--- src/verilog/lsci_pkg.sv ---
package lsci_pkg;

    // ------------------------------------------------------------
    // Geometry
    // ------------------------------------------------------------
    localparam int ADDR_W = 10;
    localparam int DATA_W = 4;
    localparam int WORDS = 1024;

    // ------------------------------------------------------------
    // Timing (ns, fastest speed grade) and derived cycle counts
    // ------------------------------------------------------------
    localparam int CLK_PERIOD_NS = 10;
    localparam int SELECT_LOW_MIN_NS = 120;
    localparam int SELECT_HIGH_MIN_WIDTH_NS = 50;
    localparam int ADDR_SETUP_NS = 0;
    localparam int ADDR_HOLD_NS = 40;
    localparam int READ_ACCESS_NS = 120;
    localparam int WRITE_TO_DATA_DELAY_NS = 70;
    localparam int DATA_SETUP_TO_SELECT_RISE_NS = 50;
    localparam int DATA_HOLD_AFTER_SELECT_RISE_NS = 0;
    localparam int SELECT_RISE_TO_OUTPUT_OFF_NS = 50;

    function automatic int ns_to_cyc(input int ns);
        int c;
        c = (ns + CLK_PERIOD_NS - 1) / CLK_PERIOD_NS;
        return (c < 1) ? 1 : c;
    endfunction

    localparam int CNT_W = 6;
    localparam logic [CNT_W-1:0] SELECT_LOW_CYC = CNT_W'(ns_to_cyc(SELECT_LOW_MIN_NS));
    localparam logic [CNT_W-1:0] SELECT_HIGH_CYC = CNT_W'(ns_to_cyc(SELECT_HIGH_MIN_WIDTH_NS));
    localparam logic [CNT_W-1:0] ADDR_SETUP_CYC = CNT_W'(ns_to_cyc(ADDR_SETUP_NS));
    localparam logic [CNT_W-1:0] ADDR_HOLD_CYC = CNT_W'(ns_to_cyc(ADDR_HOLD_NS));
    // Sample at the access time, plus the synchroniser delay
    localparam logic [CNT_W-1:0] READ_SAMPLE_CYC = CNT_W'(ns_to_cyc(READ_ACCESS_NS) + 2);
    localparam logic [CNT_W-1:0] WR_DATA_DELAY_CYC =
        CNT_W'(ns_to_cyc(WRITE_TO_DATA_DELAY_NS));
    localparam logic [CNT_W-1:0] DATA_SETUP_CYC =
        CNT_W'(ns_to_cyc(DATA_SETUP_TO_SELECT_RISE_NS));
    localparam logic [CNT_W-1:0] DATA_HOLD_CYC =
        CNT_W'(ns_to_cyc(DATA_HOLD_AFTER_SELECT_RISE_NS));
    localparam logic [CNT_W-1:0] OUTPUT_OFF_CYC =
        CNT_W'(ns_to_cyc(SELECT_RISE_TO_OUTPUT_OFF_NS));

    // ------------------------------------------------------------
    // Carriers and states
    // ------------------------------------------------------------
    typedef struct packed {
        logic write;
        logic [ADDR_W-1:0] addr;
        logic [DATA_W-1:0] wdata;
    } lsci_req_t;

    typedef struct packed {
        logic select_n;
        logic write_n;
        logic [ADDR_W-1:0] addr;
        logic [DATA_W-1:0] dq_out;
        logic dq_oe;
    } lsci_pins_t;

    typedef enum logic [6:0] {
        ST_IDLE = 7'h01,
        ST_ASETUP = 7'h02,
        ST_RD_LOW = 7'h04,
        ST_WR_WAIT = 7'h08,
        ST_WR_DATA = 7'h10,
        ST_WR_HOLD = 7'h20,
        ST_PRECHG = 7'h40
    } lsci_state_t;

endpackage
--- src/verilog/lsci_host.sv ---
`timescale 1ns/1ps
module lsci_host (
    // Clock and reset
    input wire logic clk,
    input wire logic arst_n,
    // User request side
    input wire lsci_pkg::lsci_req_t req,
    input wire logic req_valid,
    output logic req_ready,
    output logic [lsci_pkg::DATA_W-1:0] rdata_q,
    output logic rdata_valid_q,
    // Memory pins
    output lsci_pkg::lsci_pins_t pins_q,
    input wire logic [lsci_pkg::DATA_W-1:0] dq_in
);

    // ------------------------------------------------------------
    // Pin input synchroniser
    // ------------------------------------------------------------
    logic [lsci_pkg::DATA_W-1:0] dq_meta_q;
    logic [lsci_pkg::DATA_W-1:0] dq_sync_q;

    always_ff @(posedge clk or negedge arst_n) begin
        if (!arst_n) begin
            dq_meta_q <= '0;
            dq_sync_q <= '0;
        end else begin
            dq_meta_q <= dq_in;
            dq_sync_q <= dq_meta_q;
        end
    end

    // ------------------------------------------------------------
    // Sequencer
    // ------------------------------------------------------------
    lsci_pkg::lsci_state_t state_q;
    logic [lsci_pkg::CNT_W-1:0] cnt_q;
    // Select-low time, counted apart from the phase counter
    logic [lsci_pkg::CNT_W-1:0] low_cnt_q;
    lsci_pkg::lsci_req_t cur_q;
    logic next_is_write;
    logic setup_end;
    logic rd_end;
    logic wr_end;
    logic hold_end;

    // True in the last cycle of a phase, so the exit edge lands on the target
    function automatic logic phase_done(input logic [lsci_pkg::CNT_W-1:0] cnt,
                                        input logic [lsci_pkg::CNT_W-1:0] target);
        return (cnt + 6'h01) >= target;
    endfunction

    // Select low must cover both the access time and the minimum low width
    assign setup_end = phase_done(cnt_q, lsci_pkg::ADDR_SETUP_CYC);
    assign rd_end = phase_done(cnt_q, lsci_pkg::READ_SAMPLE_CYC) &&
                    phase_done(low_cnt_q, lsci_pkg::SELECT_LOW_CYC);
    assign wr_end = phase_done(cnt_q, lsci_pkg::DATA_SETUP_CYC) &&
                    phase_done(low_cnt_q, lsci_pkg::SELECT_LOW_CYC);
    assign hold_end = phase_done(cnt_q, lsci_pkg::DATA_HOLD_CYC);

    // Chained write keeps write strobe low between words
    assign next_is_write = req_valid && req.write;
    // Precharge count saturates, so a long pause never drops ready again
    assign req_ready = state_q[0] || (state_q == lsci_pkg::ST_PRECHG &&
                       cnt_q >= lsci_pkg::SELECT_HIGH_CYC - 6'h01);

    always_ff @(posedge clk or negedge arst_n) begin
        if (!arst_n) begin
            state_q <= lsci_pkg::ST_IDLE;
            cnt_q <= '0;
            low_cnt_q <= '0;
            cur_q <= '0;
        end else begin
            if (cnt_q != '1) begin
                cnt_q <= cnt_q + 6'h01;
            end
            if (low_cnt_q != '1) begin
                low_cnt_q <= low_cnt_q + 6'h01;
            end
            unique case (state_q)
                lsci_pkg::ST_IDLE, lsci_pkg::ST_PRECHG: begin
                    if (req_valid && req_ready) begin
                        cur_q <= req;
                        state_q <= lsci_pkg::ST_ASETUP;
                        cnt_q <= '0;
                    end
                end
                lsci_pkg::ST_ASETUP: begin
                    // Address settled; select falls on leaving this state
                    if (setup_end) begin
                        state_q <= cur_q.write ? lsci_pkg::ST_WR_DATA
                                               : lsci_pkg::ST_RD_LOW;
                        cnt_q <= '0;
                        low_cnt_q <= '0;
                    end
                end
                lsci_pkg::ST_RD_LOW: begin
                    if (rd_end) begin
                        state_q <= lsci_pkg::ST_PRECHG;
                        cnt_q <= '0;
                    end
                end
                lsci_pkg::ST_WR_DATA: begin
                    // Write-first nesting: write already low, data driven
                    if (wr_end) begin
                        state_q <= lsci_pkg::ST_WR_HOLD;
                        cnt_q <= '0;
                    end
                end
                lsci_pkg::ST_WR_HOLD: begin
                    // Select high, data kept through hold, write still low
                    if (hold_end) begin
                        state_q <= lsci_pkg::ST_PRECHG;
                        cnt_q <= '0;
                    end
                end
                lsci_pkg::ST_WR_WAIT: begin
                    // Spare state, never entered; falls back to precharge
                    state_q <= lsci_pkg::ST_PRECHG;
                    cnt_q <= '0;
                end
                default: begin
                    state_q <= lsci_pkg::ST_IDLE;
                end
            endcase
        end
    end

    // ------------------------------------------------------------
    // Pin drivers, all registered
    // ------------------------------------------------------------
    always_ff @(posedge clk or negedge arst_n) begin
        if (!arst_n) begin
            pins_q.select_n <= 1'b1;
            pins_q.write_n <= 1'b1;
            pins_q.addr <= '0;
            pins_q.dq_out <= '0;
            pins_q.dq_oe <= 1'b0;
        end else begin
            unique case (state_q)
                lsci_pkg::ST_IDLE, lsci_pkg::ST_PRECHG: begin
                    pins_q.select_n <= 1'b1;
                    pins_q.dq_oe <= 1'b0;
                    if (req_valid && req_ready) begin
                        pins_q.addr <= req.addr;
                        // Write strobe falls before select: write-first case
                        pins_q.write_n <= !req.write;
                        pins_q.dq_out <= req.wdata;
                    end else if (!(state_q == lsci_pkg::ST_PRECHG && next_is_write &&
                                   !pins_q.write_n)) begin
                        // Write stays low only while another write is queued
                        pins_q.write_n <= 1'b1;
                    end
                end
                lsci_pkg::ST_ASETUP: begin
                    if (setup_end) begin
                        pins_q.select_n <= 1'b0;
                        // Write already low, so no write-to-data wait is owed
                        pins_q.dq_oe <= cur_q.write;
                    end
                end
                lsci_pkg::ST_RD_LOW: begin
                    pins_q.write_n <= 1'b1;
                    if (rd_end) begin
                        pins_q.select_n <= 1'b1;
                    end
                end
                lsci_pkg::ST_WR_DATA: begin
                    if (wr_end) begin
                        // Select rises before write: late hi-z met
                        pins_q.select_n <= 1'b1;
                    end
                end
                lsci_pkg::ST_WR_HOLD: begin
                    if (hold_end) begin
                        pins_q.dq_oe <= 1'b0;
                    end
                end
                lsci_pkg::ST_WR_WAIT: begin
                    pins_q.dq_oe <= 1'b0;
                end
                default: begin
                    pins_q.select_n <= 1'b1;
                    pins_q.dq_oe <= 1'b0;
                end
            endcase
        end
    end

    // ------------------------------------------------------------
    // Read return
    // ------------------------------------------------------------
    always_ff @(posedge clk or negedge arst_n) begin
        if (!arst_n) begin
            rdata_q <= '0;
            rdata_valid_q <= 1'b0;
        end else begin
            rdata_valid_q <= 1'b0;
            // Synchronised word left the pins two cycles ago, at access time
            if (state_q == lsci_pkg::ST_RD_LOW && rd_end) begin
                rdata_q <= dq_sync_q;
                rdata_valid_q <= 1'b1;
            end
        end
    end

endmodule

--- config.mk ---
export PLATFORM = sky130hd
export DESIGN_NAME = lsci_host
export DESIGN_NICKNAME = d
export VERILOG_FILES = /design/src/verilog/lsci_pkg.sv /design/src/verilog/lsci_host.sv
export SDC_FILE = /design/constraint.sdc
export NUM_CORES = 1
export LEC_CHECK = 0
export BUFFER_PORTS_ARGS = -buffer_cell sky130_fd_sc_hd__buf_4
export CAP_MARGIN = 20
export CORE_MARGIN = 2
export CORE_UTILIZATION = 40
export CTS_CLUSTER_SIZE = 24
export DETAILED_ROUTE_END_ITERATION = 6
export SLEW_MARGIN = 20
export SYNTH_ARGS = -nofsm -noshare
export SYNTH_HDL_FRONTEND = slang
export SYNTH_SLANG_ARGS = --single-unit
--- constraint.sdc ---
create_clock -name clk -period 2.1 [get_ports clk]
set_input_delay 0.21 -clock clk [delete_from_list [all_inputs] [get_ports clk]]
set_output_delay 0.21 -clock clk [all_outputs]
set_load 0.005 [all_outputs]
==> reports/results.tsv <==
metric	value	unit
status	completed	
chipHeight	81.7	microns
reg2reg_from	cnt_q[2]$_DFF_PN0_	
cts_root_buf	clkbuf_8	
drive_gt1_frac	0.432	
num_rows	28	
setup.worst_path.start	cnt_q[2]$_DFF_PN0_	
syn_inst	214	
final_nets	306	
synth-main-ff-cell	dfrtp_1	
crit-reg2reg-capture	pins_q[14]$_DFFE_PN0P_	
routed_wl	5.13	mm
place_hpwl	3.51	mm
slowest_stage	or4_1	
crit_path_end	pins_q[14]$_DFFE_PN0P_	
setup_slack	0.0536	ns
wl_per_cell	14.5	microns
groute.usage.overall	0.162	
crit_chain	or4_1 -> a41o_1 -> nand3_2 -> buf_12 -> mux2_2	
grt_pass1_wl	8.31	mm
n_fill_cell	525	
max_slew_margin	0.563	
die_w	81.7	microns
reg2reg_depth	5	
max_cap_viol_count	0	
min_path_type	input pin to flip-flop	
critPathTopFamily	simple AND/OR/NAND/NOR gates	
ys_seq_area_frac	0.510	
ant_nets	0	
multiInputGateArea	1220	sq um
grt_max_degree	50	
synth_seq_cells	49	
syn_to_final_growth	33.4	%
place.gp.congestion	0.845	
final_util	0.547	
numCtsBuffers	5	
synth_edf_count	0	
grt_overflow	0	
yosysTopAreaCell	dfrtp_1	
hold_violations	0	
synthTopCellsByArea	dfrtp_1 48%, mux2_2 8.9%, dfstp_2 3.3%	
insertedDiodeCount	0	
tightest_slew	0.654	ns
netlist_area	2410	sq um
synth_common_cells	46 x dfrtp_1, 19 x mux2_2, 18 x nor2_1	
rsz0062_at_grt	true	
hold_ws	0.0544	ns
syn-num-nets	241	
max_stage_delay	0.56	ns
clk_path_buf_depth	2	
clock-sinks	49	
dr_total_vias	1905	
grt_pass1_vias	1836	
port-buffer-count	44	
cp-end-kind	flip-flop	
antenna_found_initial	0	
clk_latency	0.31	ns
fin_crit	2.05	ns
dieArea	6670	sq um
start_util	0.410	
worst_clock_skew	0.00971	ns
max_freq	489	MHz
core-area	5890	sq um
crit_arrival	2.24	ns
layout.cells.non_filler	355	
pin_count	45	
worst-path-buf-inv	1	
placedCellCount	341	
ir_drop	698	uV
drc	0	
yosysWarningCount	0	
powerDensity	1320	nW/um^2
cp.depth	5	
start_kind	flip-flop	
slew_viol_final	0	
critPathRequiredTime	2.29	ns
cp_max_fo	17	
path_class	flip-flop to flip-flop	
fin_tns_setup	0	ns
dp_slack	-0.0638	ns
p_leak	0.00154	uW
cts.clk_slew.worst_paths	0.10	ns
drtIter0Drc	76	
synth_top_area_share	0.477	
synth.most_common_cell	dfrtp_1	
fin_crit_sh	0.974	
synth-async-reset-ratio	1.00	
r2r_slack	0.05	ns
first_pass_iters	4	
setup_viol	0	
cts_tree	yes	
htree_levels	2	
ys_types	60	
regArea	1230	sq um
via_per_inst	5.37	
synth_area_per_cell	11.3	sq um
## what timing repair did
item	4_1_cts	5_1_grt
setup endpoints to repair	12	15
resized for setup	7	21
pin swaps	6	8
endpoints found under the hold margin	50	0
hold buffers	5	0
setup buffers	0	1
## worst reg2reg max path: stages, from the launching register on
cell and delay (ns):
dfrtp_1 0.48, or4_1 0.56, a41o_1 0.29, nand3_2 0.10, buf_12 0.16, mux2_2 0.35
## final cells by class
| class | instances | area share |
|---|---|---|
| clock buffer | 5 | 0.0214 |
| clock inverter | 3 | 0.0144 |
| inverter | 6 | 0.00700 |
| multi-input combinational | 150 | 0.380 |
| sequential | 49 | 0.383 |
| tap | 75 | 0.0291 |
| timing repair buffer | 67 | 0.165 |
## placed cells by master (no fill, tap or decap), types with 4 or more instances in the layout
| cell | netlist | layout |
|---|---|---|
| xor2_1 | 5 | 5 |
| nor2b_1 | 4 | 4 |
| nand4_1 | 4 | 4 |
| and3_1 | 4 | 4 |
| a21oi_1 | 12 | 12 |
| buf_4 | 1 | 60 |
| nor2_1 | 18 | 16 |
| nand3_1 | 7 | 6 |
| mux2_2 | 19 | 19 |
| dfrtp_1 | 46 | 44 |
| inv_1 | 6 | 4 |
| dlygate4sd3_1 | 0 | 5 |
| clkbuf_8 | 0 | 5 |
| nand2_1 | 11 | 11 |
| o21ai_0 | 7 | 4 |
## report_power, final
part / switching (uW) / internal [uW] / leakage, uW
combinational: 895 / 1080 / 0.000878
sequential: 299 / 1270 / 0.000606
clock: 338 / 357 / 0.0000543
total: 1530 / 2710 / 0.00154
## routing by layer
| metal | up-vias | track usage | wire length, microns |
|---|---|---|---|
| met5 | - | 0 | 0 |
| met4 | 0 | 0.0667 | 91 |
| li1 | 903 | - | - |
| met2 | 61 | 0.247 | 2380 |
| met1 | 930 | 0.218 | 2370 |
| met3 | 11 | 0.0473 | 294 |
## flip-flops by register name, summed over array words and instances (netlist names)
signal	count
pins_q	17
cnt_q	6
low_cnt_q	6
state_q	6
dq_meta_q	4
dq_sync_q	4
rdata_q	4
cur_q	1
rdata_valid_q	1
## per-stage QoR
step           cell area [sq um]  power [uW]
5_1_grt                     3220        4550
4_1_cts                     3120        4130
3_3_place_gp                2920        3350
6_report                    3220        4240
3_5_place_dp                2920        3360
2_1_floorplan               2410        2650
## logic make-up (layout without fill, tap and decap cells)
group	after synthesis	count (layout)	synth area share
compound gates	46	46	0.141
simple gates	70	70	0.165
xor+xnor	8	8	0.0290
fa+ha+maj	5	5	0.0259
flops	49	49	0.510
buf+inv	15	81	0.0327
mux	21	21	0.0969
## worst min-delay path by stage
| stage | end | depth (start not counted) | slack [ns] | startpoint |
|---|---|---|---|---|
| after floorplan | cnt_q[0]$_DFF_PN0_ | 0 | -0.09 | arst_n |
| after CTS | pins_q[15]$_DFFE_PN1P_ | 2 | 0.04 | req[14] |
| after detailed placement | low_cnt_q[1]$_DFF_PN0_ | 1 | 0.27 | arst_n |
| after global placement | low_cnt_q[1]$_DFF_PN0_ | 1 | 0.27 | arst_n |
| final | pins_q[15]$_DFFE_PN1P_ | 2 | 0.05 | req[14] |
| after global routing | pins_q[15]$_DFFE_PN1P_ | 2 | 0.05 | req[14] |
No activity file was read; power rests on OpenSTA's default activity.
